==> src/verilog/apm_params.svh <==
`ifndef APM_PARAMS_SVH
`define APM_PARAMS_SVH

// Register byte offsets on the register bus.
`define APM_OFS_CLK_SEL 8'h00
`define APM_OFS_BUS_CTRL 8'h04
`define APM_OFS_PORT_FUNC 8'h08
`define APM_OFS_PORT_DIR 8'h0C
`define APM_OFS_PORT_OUT 8'h10
`define APM_OFS_PA_PULLUP 8'h14
`define APM_OFS_PE_PULLUP 8'h18
`define APM_OFS_PIN_IN 8'h1C

// Field positions and reset values.
`define APM_BUS_KEEP_BIT 0
`define APM_RST_CLK_SEL 3'h0
`define APM_RST_BUS_CTRL 1'b0
`define APM_RST_PORT_FUNC 16'h0000
`define APM_RST_PORT_DIR 16'h0000
`define APM_RST_PORT_OUT 16'h0000
`define APM_RST_PULLUP 16'hFFFF

// Address line groups and the port bits that they share pins with.
`define APM_GRP0_END 6
`define APM_GRP1_END 8
`define APM_GRP0_PA_BASE 8
`define APM_GRP1_PE_BASE 2
`define APM_GRP2_PA_BASE 0

`endif

==> src/verilog/apm_pkg.sv <==
package apm_pkg;

  typedef enum logic [2:0]
  {
    APM_CLK_OFF,
    APM_CLK_MASTER,
    APM_CLK_PERIPH,
    APM_CLK_OSC,
    APM_CLK_PRESCALE,
    APM_CLK_POSTSCALE,
    APM_CLK_TEST0,
    APM_CLK_TEST1
  } apm_clk_sel_t;

  typedef logic [7:0] apm_clk_src_t;

endpackage
==> src/verilog/apm_clk_out.sv <==
`timescale 1ns/1ps
`include "apm_params.svh"

module apm_clk_out
(
  input wire logic clk_i,
  input wire logic rst_i,
  input wire apm_pkg::apm_clk_sel_t sel_i,
  input wire apm_pkg::apm_clk_src_t src_i,
  output logic clk_out_o,
  output logic clk_out_oe_o
);
  import apm_pkg::*;

  // Sources are sampled like any other input, so a source faster than
  // half the block clock cannot be forwarded faithfully.
  always_ff @(posedge clk_i)
  begin
    if (rst_i)
    begin
      clk_out_o <= 1'b0;
      clk_out_oe_o <= 1'b0;
    end
    else
    begin
      clk_out_o <= (sel_i != APM_CLK_OFF) && src_i[sel_i];
      clk_out_oe_o <= (sel_i != APM_CLK_OFF);
    end
  end
endmodule

==> src/verilog/apm_pin_mux.sv <==
`timescale 1ns/1ps
`include "apm_params.svh"

// What this block does
// - The clock-out pin buffers the clock that the source select picks.
// - The source select also offers internal test signals as sources.
// - Address pins carry memory address lines, shared with port bits.
// - An idle bus floats address and control pins unless kept driven.
// - After reset every shared pin takes its address function.
// - In port function each pin has its own direction.
// - Clearing a port pull-up bit turns off its shared pin's pull-up: PA bit n+8 for pin n<6, PE bits 2-3 for pins 6-7, PA bit n-8 for pin n>=8.
module apm_pin_mux
(
  input wire logic clk_i,
  input wire logic rst_i,
  input wire logic wb_cyc_i,
  input wire logic wb_stb_i,
  input wire logic wb_we_i,
  input wire logic [7:0] wb_adr_i,
  input wire logic [3:0] wb_sel_i,
  input wire logic [31:0] wb_dat_i,
  output logic [31:0] wb_dat_o,
  output logic wb_ack_o,
  input wire logic master_system_clock_i,
  input wire logic peripheral_bus_clock_i,
  input wire logic osc_clock_i,
  input wire logic prescaler_clock_i,
  input wire logic postscaler_clock_i,
  input wire logic [1:0] test_clock_i,
  output logic buffered_clock_out_pin_o,
  output logic buffered_clock_out_pin_oe_o,
  input wire logic [15:0] emi_addr_i,
  input wire logic emi_bus_active_i,
  input wire logic [1:0] emi_ctrl_i,
  output logic [1:0] emi_ctrl_o,
  output logic emi_ctrl_oe_o,
  input wire logic [15:0] addr_pin_i,
  output logic [15:0] addr_pin_o,
  output logic [15:0] addr_pin_oe_o,
  output logic [15:0] addr_pin_pullup_o
);
  import apm_pkg::*;

  apm_clk_sel_t clk_sel;
  logic bus_keep_driven_bit;
  logic [15:0] port_func;
  logic [15:0] port_dir;
  logic [15:0] port_out;
  logic [15:0] port_a_pullup_enable;
  logic [15:0] port_e_pullup_enable;
  logic [15:0] pin_in;
  logic [15:0] next_pullup;
  logic [31:0] next_rdata;
  logic bus_drive;
  logic wb_req;
  logic wb_wr;

  //////////////////////////////////////////////////////////////////////////
  // Register bus slave.

  assign wb_req = wb_cyc_i && wb_stb_i;
  // Writes land on the edge where the master sees ack, never earlier.
  assign wb_wr = wb_req && wb_we_i && wb_ack_o;

  always_ff @(posedge clk_i)
  begin
    if (rst_i)
      wb_ack_o <= 1'b0;
    else
      wb_ack_o <= wb_req && !wb_ack_o;
  end

  always_comb
  begin
    next_rdata = 32'h0000_0000;
    case (wb_adr_i)
      `APM_OFS_CLK_SEL: next_rdata[2:0] = clk_sel;
      `APM_OFS_BUS_CTRL: next_rdata[`APM_BUS_KEEP_BIT] = bus_keep_driven_bit;
      `APM_OFS_PORT_FUNC: next_rdata[15:0] = port_func;
      `APM_OFS_PORT_DIR: next_rdata[15:0] = port_dir;
      `APM_OFS_PORT_OUT: next_rdata[15:0] = port_out;
      `APM_OFS_PA_PULLUP: next_rdata[15:0] = port_a_pullup_enable;
      `APM_OFS_PE_PULLUP: next_rdata[15:0] = port_e_pullup_enable;
      `APM_OFS_PIN_IN: next_rdata[15:0] = pin_in;
      default: next_rdata = 32'h0000_0000;
    endcase
  end

  always_ff @(posedge clk_i)
  begin
    if (rst_i)
      wb_dat_o <= 32'h0000_0000;
    else if (wb_req && !wb_ack_o)
      wb_dat_o <= next_rdata;
  end

  //////////////////////////////////////////////////////////////////////////
  // Configuration registers.

  always_ff @(posedge clk_i)
  begin
    if (rst_i)
      clk_sel <= apm_clk_sel_t'(`APM_RST_CLK_SEL);
    else if (wb_wr && wb_adr_i == `APM_OFS_CLK_SEL && wb_sel_i[0])
      clk_sel <= apm_clk_sel_t'(wb_dat_i[2:0]);
  end

  always_ff @(posedge clk_i)
  begin
    if (rst_i)
      bus_keep_driven_bit <= `APM_RST_BUS_CTRL;
    else if (wb_wr && wb_adr_i == `APM_OFS_BUS_CTRL && wb_sel_i[0])
      bus_keep_driven_bit <= wb_dat_i[`APM_BUS_KEEP_BIT];
  end

  // Each 16-bit register is written per byte lane.
  function automatic logic [15:0] merge16(input logic [15:0] old,
                                          input logic [31:0] dat,
                                          input logic [3:0] sel);
    logic [15:0] res;
    res = old;
    if (sel[0])
      res[7:0] = dat[7:0];
    if (sel[1])
      res[15:8] = dat[15:8];
    return res;
  endfunction

  always_ff @(posedge clk_i)
  begin
    if (rst_i)
      port_func <= `APM_RST_PORT_FUNC;
    else if (wb_wr && wb_adr_i == `APM_OFS_PORT_FUNC)
      port_func <= merge16(port_func, wb_dat_i, wb_sel_i);
  end

  always_ff @(posedge clk_i)
  begin
    if (rst_i)
      port_dir <= `APM_RST_PORT_DIR;
    else if (wb_wr && wb_adr_i == `APM_OFS_PORT_DIR)
      port_dir <= merge16(port_dir, wb_dat_i, wb_sel_i);
  end

  always_ff @(posedge clk_i)
  begin
    if (rst_i)
      port_out <= `APM_RST_PORT_OUT;
    else if (wb_wr && wb_adr_i == `APM_OFS_PORT_OUT)
      port_out <= merge16(port_out, wb_dat_i, wb_sel_i);
  end

  always_ff @(posedge clk_i)
  begin
    if (rst_i)
      port_a_pullup_enable <= `APM_RST_PULLUP;
    else if (wb_wr && wb_adr_i == `APM_OFS_PA_PULLUP)
      port_a_pullup_enable <= merge16(port_a_pullup_enable, wb_dat_i,
                                      wb_sel_i);
  end

  always_ff @(posedge clk_i)
  begin
    if (rst_i)
      port_e_pullup_enable <= `APM_RST_PULLUP;
    else if (wb_wr && wb_adr_i == `APM_OFS_PE_PULLUP)
      port_e_pullup_enable <= merge16(port_e_pullup_enable, wb_dat_i,
                                      wb_sel_i);
  end

  // Pins are taken as synchronous, so one stage suffices for readback.
  always_ff @(posedge clk_i)
  begin
    if (rst_i)
      pin_in <= 16'h0000;
    else
      pin_in <= addr_pin_i;
  end

  //////////////////////////////////////////////////////////////////////////
  // Pin drivers.

  // Floating an idle bus saves nothing useful and lets lines drift.
  assign bus_drive = emi_bus_active_i || bus_keep_driven_bit;

  genvar n;
  generate
    for (n = 0; n < 16; n++)
    begin : g_line
      if (n < `APM_GRP0_END)
      begin : g_pa_hi
        assign next_pullup[n] =
          port_a_pullup_enable[n + `APM_GRP0_PA_BASE];
      end
      else if (n < `APM_GRP1_END)
      begin : g_pe
        assign next_pullup[n] =
          port_e_pullup_enable[n - `APM_GRP0_END + `APM_GRP1_PE_BASE];
      end
      else
      begin : g_pa_lo
        assign next_pullup[n] =
          port_a_pullup_enable[n - `APM_GRP1_END + `APM_GRP2_PA_BASE];
      end

      always_ff @(posedge clk_i)
      begin
        if (rst_i)
        begin
          addr_pin_o[n] <= 1'b0;
          addr_pin_oe_o[n] <= 1'b0;
          addr_pin_pullup_o[n] <= 1'b1;
        end
        else
        begin
          addr_pin_o[n] <= port_func[n] ? port_out[n] : emi_addr_i[n];
          addr_pin_oe_o[n] <= port_func[n] ? port_dir[n] : bus_drive;
          addr_pin_pullup_o[n] <= next_pullup[n];
        end
      end
    end
  endgenerate

  always_ff @(posedge clk_i)
  begin
    if (rst_i)
    begin
      emi_ctrl_o <= 2'h0;
      emi_ctrl_oe_o <= 1'b0;
    end
    else
    begin
      emi_ctrl_o <= emi_ctrl_i;
      emi_ctrl_oe_o <= bus_drive;
    end
  end

  apm_clk_out u_clk_out
  (
    .clk_i(clk_i),
    .rst_i(rst_i),
    .sel_i(clk_sel),
    .src_i({test_clock_i, postscaler_clock_i, prescaler_clock_i,
            osc_clock_i, peripheral_bus_clock_i, master_system_clock_i,
            1'b0}),
    .clk_out_o(buffered_clock_out_pin_o),
    .clk_out_oe_o(buffered_clock_out_pin_oe_o)
  );
endmodule

==> config.mk <==
export PLATFORM = sky130hd
export DESIGN_NAME = apm_pin_mux
export DESIGN_NICKNAME = d
export VERILOG_FILES = /design/src/verilog/apm_pkg.sv /design/src/verilog/apm_clk_out.sv /design/src/verilog/apm_pin_mux.sv
export VERILOG_INCLUDE_DIRS = /design/src /design/src/verilog
export SDC_FILE = /design/constraint.sdc
export NUM_CORES = 1
export LEC_CHECK = 0
export BUFFER_PORTS_ARGS = -buffer_cell sky130_fd_sc_hd__buf_4
export CAP_MARGIN = 20
export CORE_MARGIN = 10
export CORE_UTILIZATION = 40
export DETAILED_ROUTE_END_ITERATION = 8
export PLACE_DENSITY = 0.66
export SYNTH_ARGS = -nofsm -noshare
export SYNTH_HDL_FRONTEND = slang
export SYNTH_SLANG_ARGS = --single-unit
==> constraint.sdc <==
create_clock -name clk_i -period 2.25 [get_ports clk_i]
set_input_delay 0.3375 -clock clk_i [delete_from_list [all_inputs] [get_ports clk_i]]
set_output_delay 0.3375 -clock clk_i [all_outputs]
set_load 0.05 [all_outputs]
==> results of run 1 <==
[metrics by stage]
| step | worst slack, ns | area [um^2] | std cells |
|---|---|---|---|
| 6_report | 0.369 | 8920 | 1115 |
| 5_1_grt | 0.262 | 8920 | 1115 |
| 4_1_cts | 0.390 | 8920 | 1115 |
| 3_5_place_dp | 0.0951 | 8340 | 1083 |
| 3_3_place_gp | 0.127 | 8340 | 1083 |
| 2_1_floorplan | 0.182 | 7040 | 752 |
[area by class of cell]
| class | instances | area share [%] |
|---|---|---|
| sequential | 170 | 38.1 |
| multi-input combinational | 504 | 36.2 |
| timing repair buffer | 182 | 15.9 |
| clock buffer | 20 | 5.23 |
| tap | 225 | 3.16 |
| clock inverter | 12 | 1.28 |
| inverter | 2 | 0.0841 |
[sequential cells by signal, indices dropped and copies added (netlist names)]
name                    cells
u_clk_out.clk_out_o         1
pin_in                     16
port_out                   16
port_func                  16
port_dir                   16
wb_dat_o                   16
clk_sel                     3
addr_pin_pullup_o          16
u_clk_out.clk_out_oe_o      1
emi_ctrl_oe_o               1
addr_pin_oe_o              16
addr_pin_o                 16
emi_ctrl_o                  2
bus_keep_driven_bit         1
wb_ack_o                    1
port_a_pullup_enable       16
port_e_pullup_enable       16
[path summary, 6_finish.rpt]
check | to | slack (ns) | cells past startpoint
worst min-delay path | emi_ctrl_o[1] | 0.11 | 2
worst max register to register | port_a_pullup_enable[1] | 0.37 | 5
worst max-delay path | port_a_pullup_enable[1] | 0.37 | 5
worst min register to register | wb_dat_o[14] | 0.47 | 2
[synthesized netlist by cell type, types with 5 or more instances]
| master | number |
|---|---|
| nor2b_1 | 20 |
| a221oi_1 | 10 |
| mux2_2 | 8 |
| nand3_1 | 56 |
| a211oi_1 | 6 |
| o21ai_1 | 10 |
| buf_4 | 17 |
| mux2i_1 | 26 |
| or2_2 | 17 |
| nand2_1 | 7 |
| o21ai_0 | 46 |
| mux4_2 | 8 |
| clkbuf_1 | 38 |
| o2bb2ai_1 | 5 |
| nor3_1 | 13 |
| a211o_1 | 31 |
| a21oi_1 | 74 |
| nor2_1 | 70 |
| and3_1 | 24 |
| buf_2 | 14 |
| a21boi_0 | 8 |
| a22o_1 | 8 |
| dfxtp_1 | 170 |
[power by group]
part	switching [mW]	leakage, nW	internal, mW
clock network	1.25	0.287	1.62
logic	0.488	1.91	0.258
registers	0.0214	1.39	3.07
[cells in the final DEF (no fill, tap or decap), drive strengths merged, types with 2 or more instances in the layout]
master / instances
a211o: 31
a211oi: 6
a21boi: 8
a21oi: 74
a221oi: 10
a22o: 8
a22oi: 4
and2: 4
and3: 24
and4: 2
buf: 182
clkbuf: 20
clkinv: 7
conb: 16
dfxtp: 170
inv: 5
mux2: 8
mux2i: 26
mux4: 10
nand2: 9
nand2b: 3
nand3: 56
nor2: 70
nor2b: 20
nor3: 17
nor4bb: 2
o211ai: 2
o21ai: 56
o2bb2ai: 5
or2: 17
or3: 4
[layer usage]
layer | up-vias | wire, um
met2 | 314 | 9250
met5 | - | 0
met1 | 2832 | 10000
met4 | 0 | 437
met3 | 44 | 2190
li1 | 2914 | -
[critical path: stages (launching register included)]
cell and delay (ns):
dfxtp_1 0.36, and4_1 0.41, and2_1 0.33, buf_12 0.23
a21oi_1 0.10, a311o_1 0.32
[cells by family after synthesis]
| group | count (synthesis) |
|---|---|
| other cells | 1 |
| compound gates | 209 |
| flops | 170 |
| buf+inv | 78 |
| mux | 44 |
| simple gates | 235 |
==> results.txt, run 1 <==
* Fraction of synthesized cell area taken by the top area cell type: between 40 and 50%
- Clock tree from TritonCTS: yes
* DR vias/cell: ~5.5
- Dividing total power by cell area gives a power density of about 750 nW/um^2.
- Wirelength, routed: roughly 22 mm
* Mapped Avg Cell Area: 9.48 um^2
* Worst-path fanout max: 39
* Maximum vdd ir drop: between 0.4 and 0.5 mV
- The final layout contains ~970 nets.
* Multi-input gate area in the final layout: between 3000 and 4000 um^2
- Worst Path Arrival: 2.20 ns
* FF+latch count, synth: 170
- Source of the worst hold timing path: emi_ctrl_i[1]
- Clock-pin slew was measured on the worst setup and hold paths at ~0.07 ns.
- dfxtp_1 takes more of the synthesized area than any other cell.
- The floorplan has between 40 and 50 rows.
* Count of warnings emitted by yosys: 0
* Global placer's final weighted congestion: 0.878
- Summing the areas of all compound-gate instances in the mapped netlist gives a little under a fifth of the synthesized area.
- During placement, the flow inserted port buffers numbering 142.
* Inserted Diodes: 0
* Worst Setup End Kind: register
- Of the total synthesized cell area, the portion taken by full adders, half adders and majority gates is 0%.
- Number of filler cells placed in the layout: 1587
- For this run, the leading register cell type out of synthesis is dfxtp_1.
* Syn Std Cell Area: 6980 um^2
- The number of different library cells used by synthesis comes to 50.
* Final hold violations: 0
- Peak-usage layer in the global routing report: met2
- The H-tree was split into 4 levels.
- After synthesis, the share of flip-flops with an asynchronous set or reset is 0%.
- Pin count of the biggest net entering global routing: 50
- Most area-consuming cells after synthesis: dfxtp_1 49%, a21oi_1 5.3%, nand3_1 4.0%
- Setup TNS: 0 ns
* Setup repair bufs after CTS: 0
- Counting the buffers created by CTS gives 17.
* Final setup fails: 0
- Global routing consumed, on the met3 layer, a little over 6% of the routing resources.
- Drc violations: 0
* Post-layout util: 51.8%
- Number of flops mapped to enable cells by yosys: 0
* Clock Path Buffers: 2
- Chip Width: 152 um
- The area growth from synthesis to layout is 27.7%.
- Count of nets left with antenna violations after detail routing: 0
- Slew at the pin closest to its max-slew limit: around 0.63 ns
* RSZ-0062 raised after global routing: no
- Summing internal, switching and leakage power gives ~6.7 mW.
- The final max-slew violation count was 0.
- F_max: 532 MHz
- Final setup skew: approximately 0.006 ns
- Proportion of layout cells with a drive suffix above 1: roughly 29%
* Fraction of synthesized cell area in xor and xnor cells: 0%
* Router iterations before antenna repair: 7
* Via count of the first global-routing pass: about 6000
- Root cell of the clock tree: clkbuf_16
* Initial antenna violation count: 0
- Global routing consumed, on the met1 layer, 25.2% of the routing resources.
- CTS saw 170 sinks.
* Number of cells produced by synthesis: around 740
- The routed design could run at a clock period as short as about 1.9 ns.
* I/O pin cnt: between 150 and 200
- The tool flagged a number of max-cap violations equal to 0.
* Overall via count from detail_route: roughly 6100
- On the final layout, the worst hold slack is ~0.11 ns.
* Static leakage: around 3.6 nW
- In the final routed layout, each cell accounts on average for about 20 um.
- After synthesis, the share of cell area in mux cells is between 8 and 9%.
- The tightest min-delay check is of the in2reg type.
- In the global route stage, overall resource usage came out at between 10% and 20%.
- The first routing iteration left roughly 690 violations.
* Die Footprint: between 20000 and 25000 um^2
* Die extent in y: around 150 um
* Hpwl dp: approximately 16 mm
- Resized Gates After CTS: 0
- In the global route stage, met2 resource usage came out at a little over a quarter.
- The core region is ~17000 um^2.
* Outcome: finished clean
* Reg2Reg Launch Point: wb_ack_o
* Startpoint type of the worst setup path: register
* Initial core utilization: between 40 and 50%
- Headroom to the max-slew limit came out at just under 60%.
* Simple-gate area share of the yosys netlist: ~18%
- Summing the sequential cell areas from Yosys gives 48.7% of the chip area.
- The critical path in this run is classified as reg2reg.
- The first global-routing pass estimated approximately 34 mm of wire.
- Worst skew pair latency: between 0.4 and 0.5 ns
- Largest family of logic cells by synthesized area: compound AO/OA/AOI/OAI gates
- Sequential cell area: ~3400 um^2
- In this run, post-CTS hold repair placed 0 buffers.
- The critical path starts at wb_ack_o.
- Endpoint required time on the critical path: around 2.6 ns
* Overflow left after global routing: 0
- Final worst path period share: between 80% and 90%
Note: power is estimated with default switching activity, not from simulation.
==> run 2: changes to the inputs <==
Settings changed: PLACE_DENSITY 0.66 to 0.68.
Clock period 2.25 ns to 1.67 ns, I/O delays scaled along.
==> results.txt, run 2 (synthesized netlist as in run 1, its figures left out) <==
- The routed wirelength normalized by instance count is 19.8 um (+0.87%).
- The number of endpoints with negative hold slack in the final report is 0 (unchanged).
- The share of the cycle needed by the critical path after routing was 95.8% (+12 points).
* Floorplan row count: 48 (unchanged)
* Worst skew pair latency: 0.43 ns (about the same)
* Clock sinks: 170 (unchanged)
* Max-slew headroom: 66.2% (+8.3 points)
* Inserted Diodes: 0 (unchanged)
- Clock Path Buffers: 2 (unchanged)
* F_max: 625 MHz (+18%)
- Setup repair bufs after CTS: 0 (unchanged)
* Resized Gates After CTS: 0 (unchanged)
- The number of global-route vias before repair is 6111 (+1.7%).
* Worst Setup End Kind: register
* Worst R2R Setup Slack: 0.07 ns (-0.30 ns)
- The die span in y came to 152 um (unchanged).
* Startpoint type of the worst setup path: register
- Outcome: finished clean
- Overall via count from detail_route: 6314 (+3.4%)
- Time the worst path needs with I/O delays and setup: 1.60 ns (-0.282 ns)
- TritonCTS built the clock tree.
- Depth of the worst register-to-register path: 5 (unchanged)
* Initial antenna violation count: 0 (unchanged)
* Maximum vdd ir drop: 0.652 mV (+47%)
- Drc violations: 0 (unchanged)
- Cts bufs inserted: 17 (unchanged)
- Global-route wire length before repair: 35.3 mm (+2.3%)
* Core Box Area: 17200 um^2 (unchanged)
* RSZ-0062 raised after global routing: no
- The via count normalized by instance count is 5.51 (+0.64%).
- The detailed placement HPWL was 16.7 mm (+6.0%).
* Global placer's final weighted congestion: 0.880 (+0.18%)
* Final layout net count: 1001 (+3.4%)
* List of cells traversed by the critical path: and4_4 -> and2_1 -> buf_12 -> nand2_4 -> a211o_1
- In this run the critical register-to-register path is launched from wb_ack_o.
* Source of the worst hold timing path: addr_pin_i[13]
* FF-to-FF End: port_e_pullup_enable[0]
- Endpoint required time on the critical path: 1.99 ns (-0.58 ns)
- Slew at the pin closest to its max-slew limit: 0.507 ns (-0.123 ns)
- The number of detailed-routing iterations run before antenna repair is 5 (-2).
* Die Footprint: 23100 um^2 (unchanged)
- The leakage power came to 3.78 nW (+5.5%).
- Post-CTS clock slew at the launch and capture registers of the worst setup and hold paths: 0.06 ns (about the same)
* MaxCap Viol Count: 0 (unchanged)
- By startpoint and endpoint, the worst setup path is classified as reg2reg.
* # port buffers: 142 (unchanged)
- The fraction of layout instances using a drive strength above 1 is 31.3% (+2.6 points).
* Hold buffer count at cts: 0 (unchanged)
* Commonest non-fill, non-tap cells in the layout: 202 x buf_4, 169 x dfxtp_1, 74 x a21oi_1
* Cell area after layout: 9270 um^2 (+3.9%)
- Root cell of the clock tree: clkbuf_16
- Leaving out fill and tap cells, the most frequent cell in the layout is buf_4.
* Wirelength, routed: 22.7 mm (+3.7%)
- Total track usage: 18.8% (+0.43 points)
- The overflow left after global routing is 0 (unchanged).
- The final max-slew violation count is 0 (unchanged).
- Chip Width: 152 um (unchanged)
* Pin count of the biggest net entering global routing: 39 (-22%)
- CTS H-Tree Depth: 4 (unchanged)
- The number of DRC violations after detailed-routing iteration 0 is 616 (-10%).
* Number of filler cells placed in the layout: 1564 (-1.4%)
- Growth of design area from synthesis to finish: 32.7%
- I/O pin cnt: 177 (unchanged)
- Critical-path top delay cell: dfxtp_4
- Largest incremental delay on the critical path: 0.35 ns (-0.06 ns)
- Worst-path fanout max: 38 (-2.6%)
- Dpl cell area: 8720 um^2 (+4.5%)
* Count of nets left with antenna violations after detail routing: 0 (unchanged)
- The hold-critical path depth was 2 (unchanged).
- Final setup skew: 0.00936 ns (+0.00323 ns)
* Final hold slack: 0.0290 ns (-0.0816 ns)
* Worst hold path type: in2reg
* Power per cell area: 966 nW/um^2 (+28%)
- Final setup fails: 0 (unchanged)
- The initial cell density of the core is 40.5% (unchanged).
- The arrival time at the worst endpoint came to 1.92 ns (-0.28 ns).
- Endpoint of the worst hold-timing path: pin_in[13]
-- run 2: worst max path at each step --
stage	end	startpoint	slack, ns
after floorplan	port_func[5]	wb_adr_i[2]	-0.12
after global placement	port_out[3]	wb_adr_i[5]	-0.22
after detailed placement	port_out[7]	wb_adr_i[5]	-0.21
after CTS	port_e_pullup_enable[0]	wb_ack_o	0.08
after global routing	port_e_pullup_enable[0]	wb_ack_o	0.009
final	port_e_pullup_enable[0]	wb_ack_o	0.07
-- run 2: worst max-delay path: cells and delay by family (launching register included) --
family                 cells  cell delay [ns]
and+or+nand+nor            3             0.61
AOI/OAI and AO/OA          1             0.31
buffers and inverters      1             0.22
DFF                        1             0.35
-- run 2: where the power goes --
group	switching (mW)	leakage (nW)	internal, mW	total, mW
combinational	0.677	2.13	0.390	1.07
clock	1.60	0.260	2.11	3.72
sequential	0.0303	1.39	4.14	4.17
total	2.31	3.78	6.64	8.95
-- run 2: stage by stage --
step                setup WS [ns]  power, mW  utilization [%]  instances  TNS (ns)
CTS                        0.0803       9.00             53.8       1146         0
floorplan                  -0.118       4.88                -        752     -1.93
global route              0.00887       9.25             53.8       1146         0
finish                     0.0708       8.95             53.8       1146         0
detailed placement         -0.214       5.31             50.6       1116    -12.62
global placement           -0.215       5.30             50.6       1116    -11.94
-- run 2: final cells by class --
| cell class | instances | area [um^2] | share of cell area, % |
|---|---|---|---|
| Multi-Input combinational cell | 504 | 3240 | 35.0 |
| Tap cell | 225 | 282 | 3.04 |
| Clock inverter | 10 | 96.3 | 1.04 |
| Inverter | 2 | 7.51 | 0.0810 |
| Timing Repair Buffer | 215 | 1780 | 19.2 |
| Clock buffer | 20 | 457 | 4.93 |
| Sequential cell | 170 | 3410 | 36.8 |
-- run 2: layer usage --
layer	wire [um]	part of all wire, %	track usage, %	vias up
li1	-	-	-	2979
met1	10000	44	25.6	2964
met2	9990	44	28.0	341
met3	2270	10	5.59	30
met4	386	1.7	5.87	0
met5	0	0	0	-
==> run 3: changes to the inputs <==
Settings changed: SYNTH_HIERARCHICAL set to 1.
==> results.txt, run 3 <==
* Outcome: finished clean
* Fraction of synthesized cell area taken by the top area cell type: 48.2% (-0.57 points)
* Fraction of synthesized cell area in xor and xnor cells: 0% (unchanged)
- Worst hold path type: in2reg
* Count of warnings emitted by yosys: 6 (+6)
- The post-cts sizing count came to 0 (unchanged).
- Worst Path Arrival: 1.81 ns (-0.11 ns)
* Max-slew violation count: 0 (unchanged)
- In this run the most used layer during global routing was met1.
* Final worst path period share: 89.4% (-6.4 points)
* Startpoint type of the worst setup path: register
- The simple logic cell fraction of the synthesized area came to 17.4% (-0.81 points).
- Worst skew pair latency: 0.43 ns (about the same)
- Via count of the first global-routing pass: 5587 (-8.6%)
- Post-synth ARST share: 0% (unchanged)
* Root cell of the clock tree: clkbuf_16
* Final hold violations: 0 (unchanged)
- The routed wirelength normalized by instance count is 18.2 um (-7.8%).
- The wire length after detailed routing is 20.5 mm (-9.8%).
* Global placer's final weighted congestion: 0.875 (-0.62%)
- Yosys instantiated no cell more often than dfxtp_1.
* Part of the Yosys area used for sequential elements: 48.2% (-0.57 points)
- The number of instances in the synthesized netlist was 728 (-1.2%).
* Endpoint required time on the critical path: 1.98 ns (about the same)
- The path with the worst hold slack has its endpoint at pin_in[10].
- The count of buffers inserted at the top-level ports was 142 (unchanged).
* Leading cell type in the layout, fill and taps excluded: buf_4
* Die extent in y: 153 um (+0.51%)
* Worst Setup End Kind: register
- The die boundary width was 153 um (+0.51%).
* Largest family of logic cells by synthesized area: simple AND/OR/NAND/NOR gates
- The largest incremental delay on the critical path is 0.38 ns (+0.03 ns).
- The synthesized area per cell came to 9.71 um^2 (+2.4%).
* Critical-path top delay cell: and4_4
- The largest total area in the synthesized netlist belongs to dfxtp_1.
* Met3 Usage GRT: 5.25% (-0.34 points)
- The floorplan row count came to 48 (unchanged).
- The count of antenna diodes in the layout was 0 (unchanged).
- Drc violations: 0 (unchanged)
* Setup TNS: 0 ns (unchanged)
- Hold buffer count at cts: 0 (unchanged)
- Setup repair bufs after CTS: 0 (unchanged)
- The worst register-to-register path ends at port_e_pullup_enable[0].
- The power per cell area came to 1030 nW/um^2 (+6.4%).
* Number of cells traversed by the worst hold path: 2 (unchanged)
- The initial antenna violation count was 0 (unchanged).
- The number of detailed-routing iterations run before antenna repair came to 5 (unchanged).
- The total routing resource utilization after global routing is 17.1% (-1.7 points).
- The max capacitance violation total came to 0 (unchanged).
- The area of the core came to 17300 um^2 (+0.35%).
- The number of enable-type register cells in the synthesized netlist is 0 (unchanged).
- F_max: 670 MHz (+7.1%)
- The overflow left after global routing is 0 (unchanged).
* Growth of design area from synthesis to finish: 30.5%
- Design Power: 9.48 mW (+5.9%)
* Pin count of the biggest net entering global routing: 41 (+5.1%)
- FF+latch count, synth: 170 (unchanged)
- Share of synthesized cell area in full adder, half adder and majority cells: 0% (unchanged)
- Type of the worst setup path: reg2reg
- Worst R2R Setup Slack: 0.18 ns (+0.11 ns)
* Reg2Reg Launch Point: wb_ack_o
- Synth Area in Compound Gates: 15.2% (-3.7 points)
- The maximum clock skew at final layout is 0.00704 ns (-0.00232 ns).
* CTS H-Tree Depth: 4 (unchanged)
* Initial core utilization: 40.9% (+0.34 points)
- The critical path goes through and4_4 -> nand4_4 -> a211o_1.
- The count of final setup violators is 0 (unchanged).
* Global-route track usage on met1: 24.3% (-1.3 points)
* Overall via count from detail_route: 5814 (-7.9%)
- Clock sinks: 170 (unchanged)
- The leakage power is 4.03 nW (+6.7%).
- The via count normalized by instance count was 5.18 (-5.9%).
* Final layout net count: 975 (-2.6%)
- The clock period minus worst slack came to 1.49 ns (-0.107 ns).
* Clock tree from TritonCTS: yes
- Cts bufs inserted: 17 (unchanged)
* Most used flip-flop cell after synthesis: dfxtp_1
- The global-route met2 utilization is 24.3% (-3.8 points).
- The maximum ir drop on the vdd rail is 0.713 mV (+9.2%).
- Commonest non-fill, non-tap cells in the layout: 179 x buf_4, 169 x dfxtp_1, 133 x nor2_1
- Hpwl dp: 15.3 mm (-8.0%)
- The maximum count of clock buffers along a single path came to 2 (unchanged).
- The count of pins on the block boundary was 177 (unchanged).
- Depth of the worst register-to-register path: 3 (-2)
* Post-CTS clock slew at the launch and capture registers of the worst setup and hold paths: 0.07 ns (about the same)
- The number of DRC violations after detailed-routing iteration 0 is 429 (-30%).
- The commonest cells after synthesis are 170 x dfxtp_1, 133 x nor2_1, 77 x mux2i_1.
- Global-route wire length before repair: 32.1 mm (-8.9%)
- The count of cell types in the netlist is 52 (+4.0%).
* Multiplexer fraction of the synthesized cell area: 12.3% (+4.0 points)
- Proportion of layout cells with a drive suffix above 1: 29.1% (-2.2 points)
* Worst-path fanout max: 16 (-58%)
- The remaining number of nets flagged by the antenna check after routing is 0 (unchanged).
- Most area-consuming cells after synthesis: dfxtp_1 48%, mux2i_1 11%, nor2_1 7.1%
* Syn Std Cell Area: 7070 um^2 (+1.2%)
- Die Footprint: 23400 um^2 (+1.0%)
* RSZ-0062 raised after global routing: no
- In this run the most critical hold path is launched from addr_pin_i[10].
run 3: worst max-delay path by stage:
stage	start	to	slack, ns
5_1_grt	wb_ack_o	port_e_pullup_enable[0]	0.10
4_1_cts	wb_ack_o	port_e_pullup_enable[2]	0.18
6_report	wb_ack_o	port_e_pullup_enable[0]	0.18
3_3_place_gp	wb_adr_i[1]	port_a_pullup_enable[3]	-0.04
3_5_place_dp	wb_adr_i[1]	port_a_pullup_enable[2]	-0.06
2_1_floorplan	wb_adr_i[6]	port_a_pullup_enable[1]	-0.03
run 3: layer usage:
layer / vias up / share of wire (%)
li1: 2850 / -
met1: 2715 / 49
met2: 231 / 42
met3: 18 / 7.9
met4: 0 / 1.3
met5: - / 0
run 3: where the power goes:
| group | internal [mW] | switching, mW | leakage (nW) |
|---|---|---|---|
| clock | 2.61 | 1.66 | 0.309 |
| combinational | 0.372 | 0.669 | 2.34 |
| sequential | 4.14 | 0.0285 | 1.39 |
run 3: cells by family (layout without fill, tap and decap cells):
kind of cell           count (synthesis)  count (layout)
muxes                                 83              83
AOI/OAI and AO/OA                    149             149
other                                  1              16
DFF                                  170             170
and+or+nand+nor                      231             231
buffers and inverters                 94             248
run 3: worst max-delay path: cells and delay by family (launching register included):
family / cells / cell delay (ns)
AOI/OAI and AO/OA: 1 / 0.34
and+or+nand+nor: 2 / 0.68
DFF: 1 / 0.35
run 3: per-stage QoR:
stage / instances / util (%) / cell area [um^2] / setup slack, ns / hold WS (ns)
finish: 1122 / 53.3 / 9220 / 0.177 / 0.0292
global route: 1122 / 53.3 / 9220 / 0.101 / 0.0236
CTS: 1122 / 53.3 / 9220 / 0.177 / 0.0194
detailed placement: 1090 / 49.6 / 8580 / -0.0593 / 0.449
global placement: 1090 / 49.6 / 8580 / -0.0357 / 0.444
floorplan: 743 / - / 7170 / -0.0291 / 0.323
run 3: area by class of cell:
class,instances,area (um^2)
tap,225,282
fill,1601,8070
multi-input combinational,479,3250
sequential,170,3410
timing repair buffer,189,1540
clock inverter,12,186
inverter,27,101
clock buffer,20,457
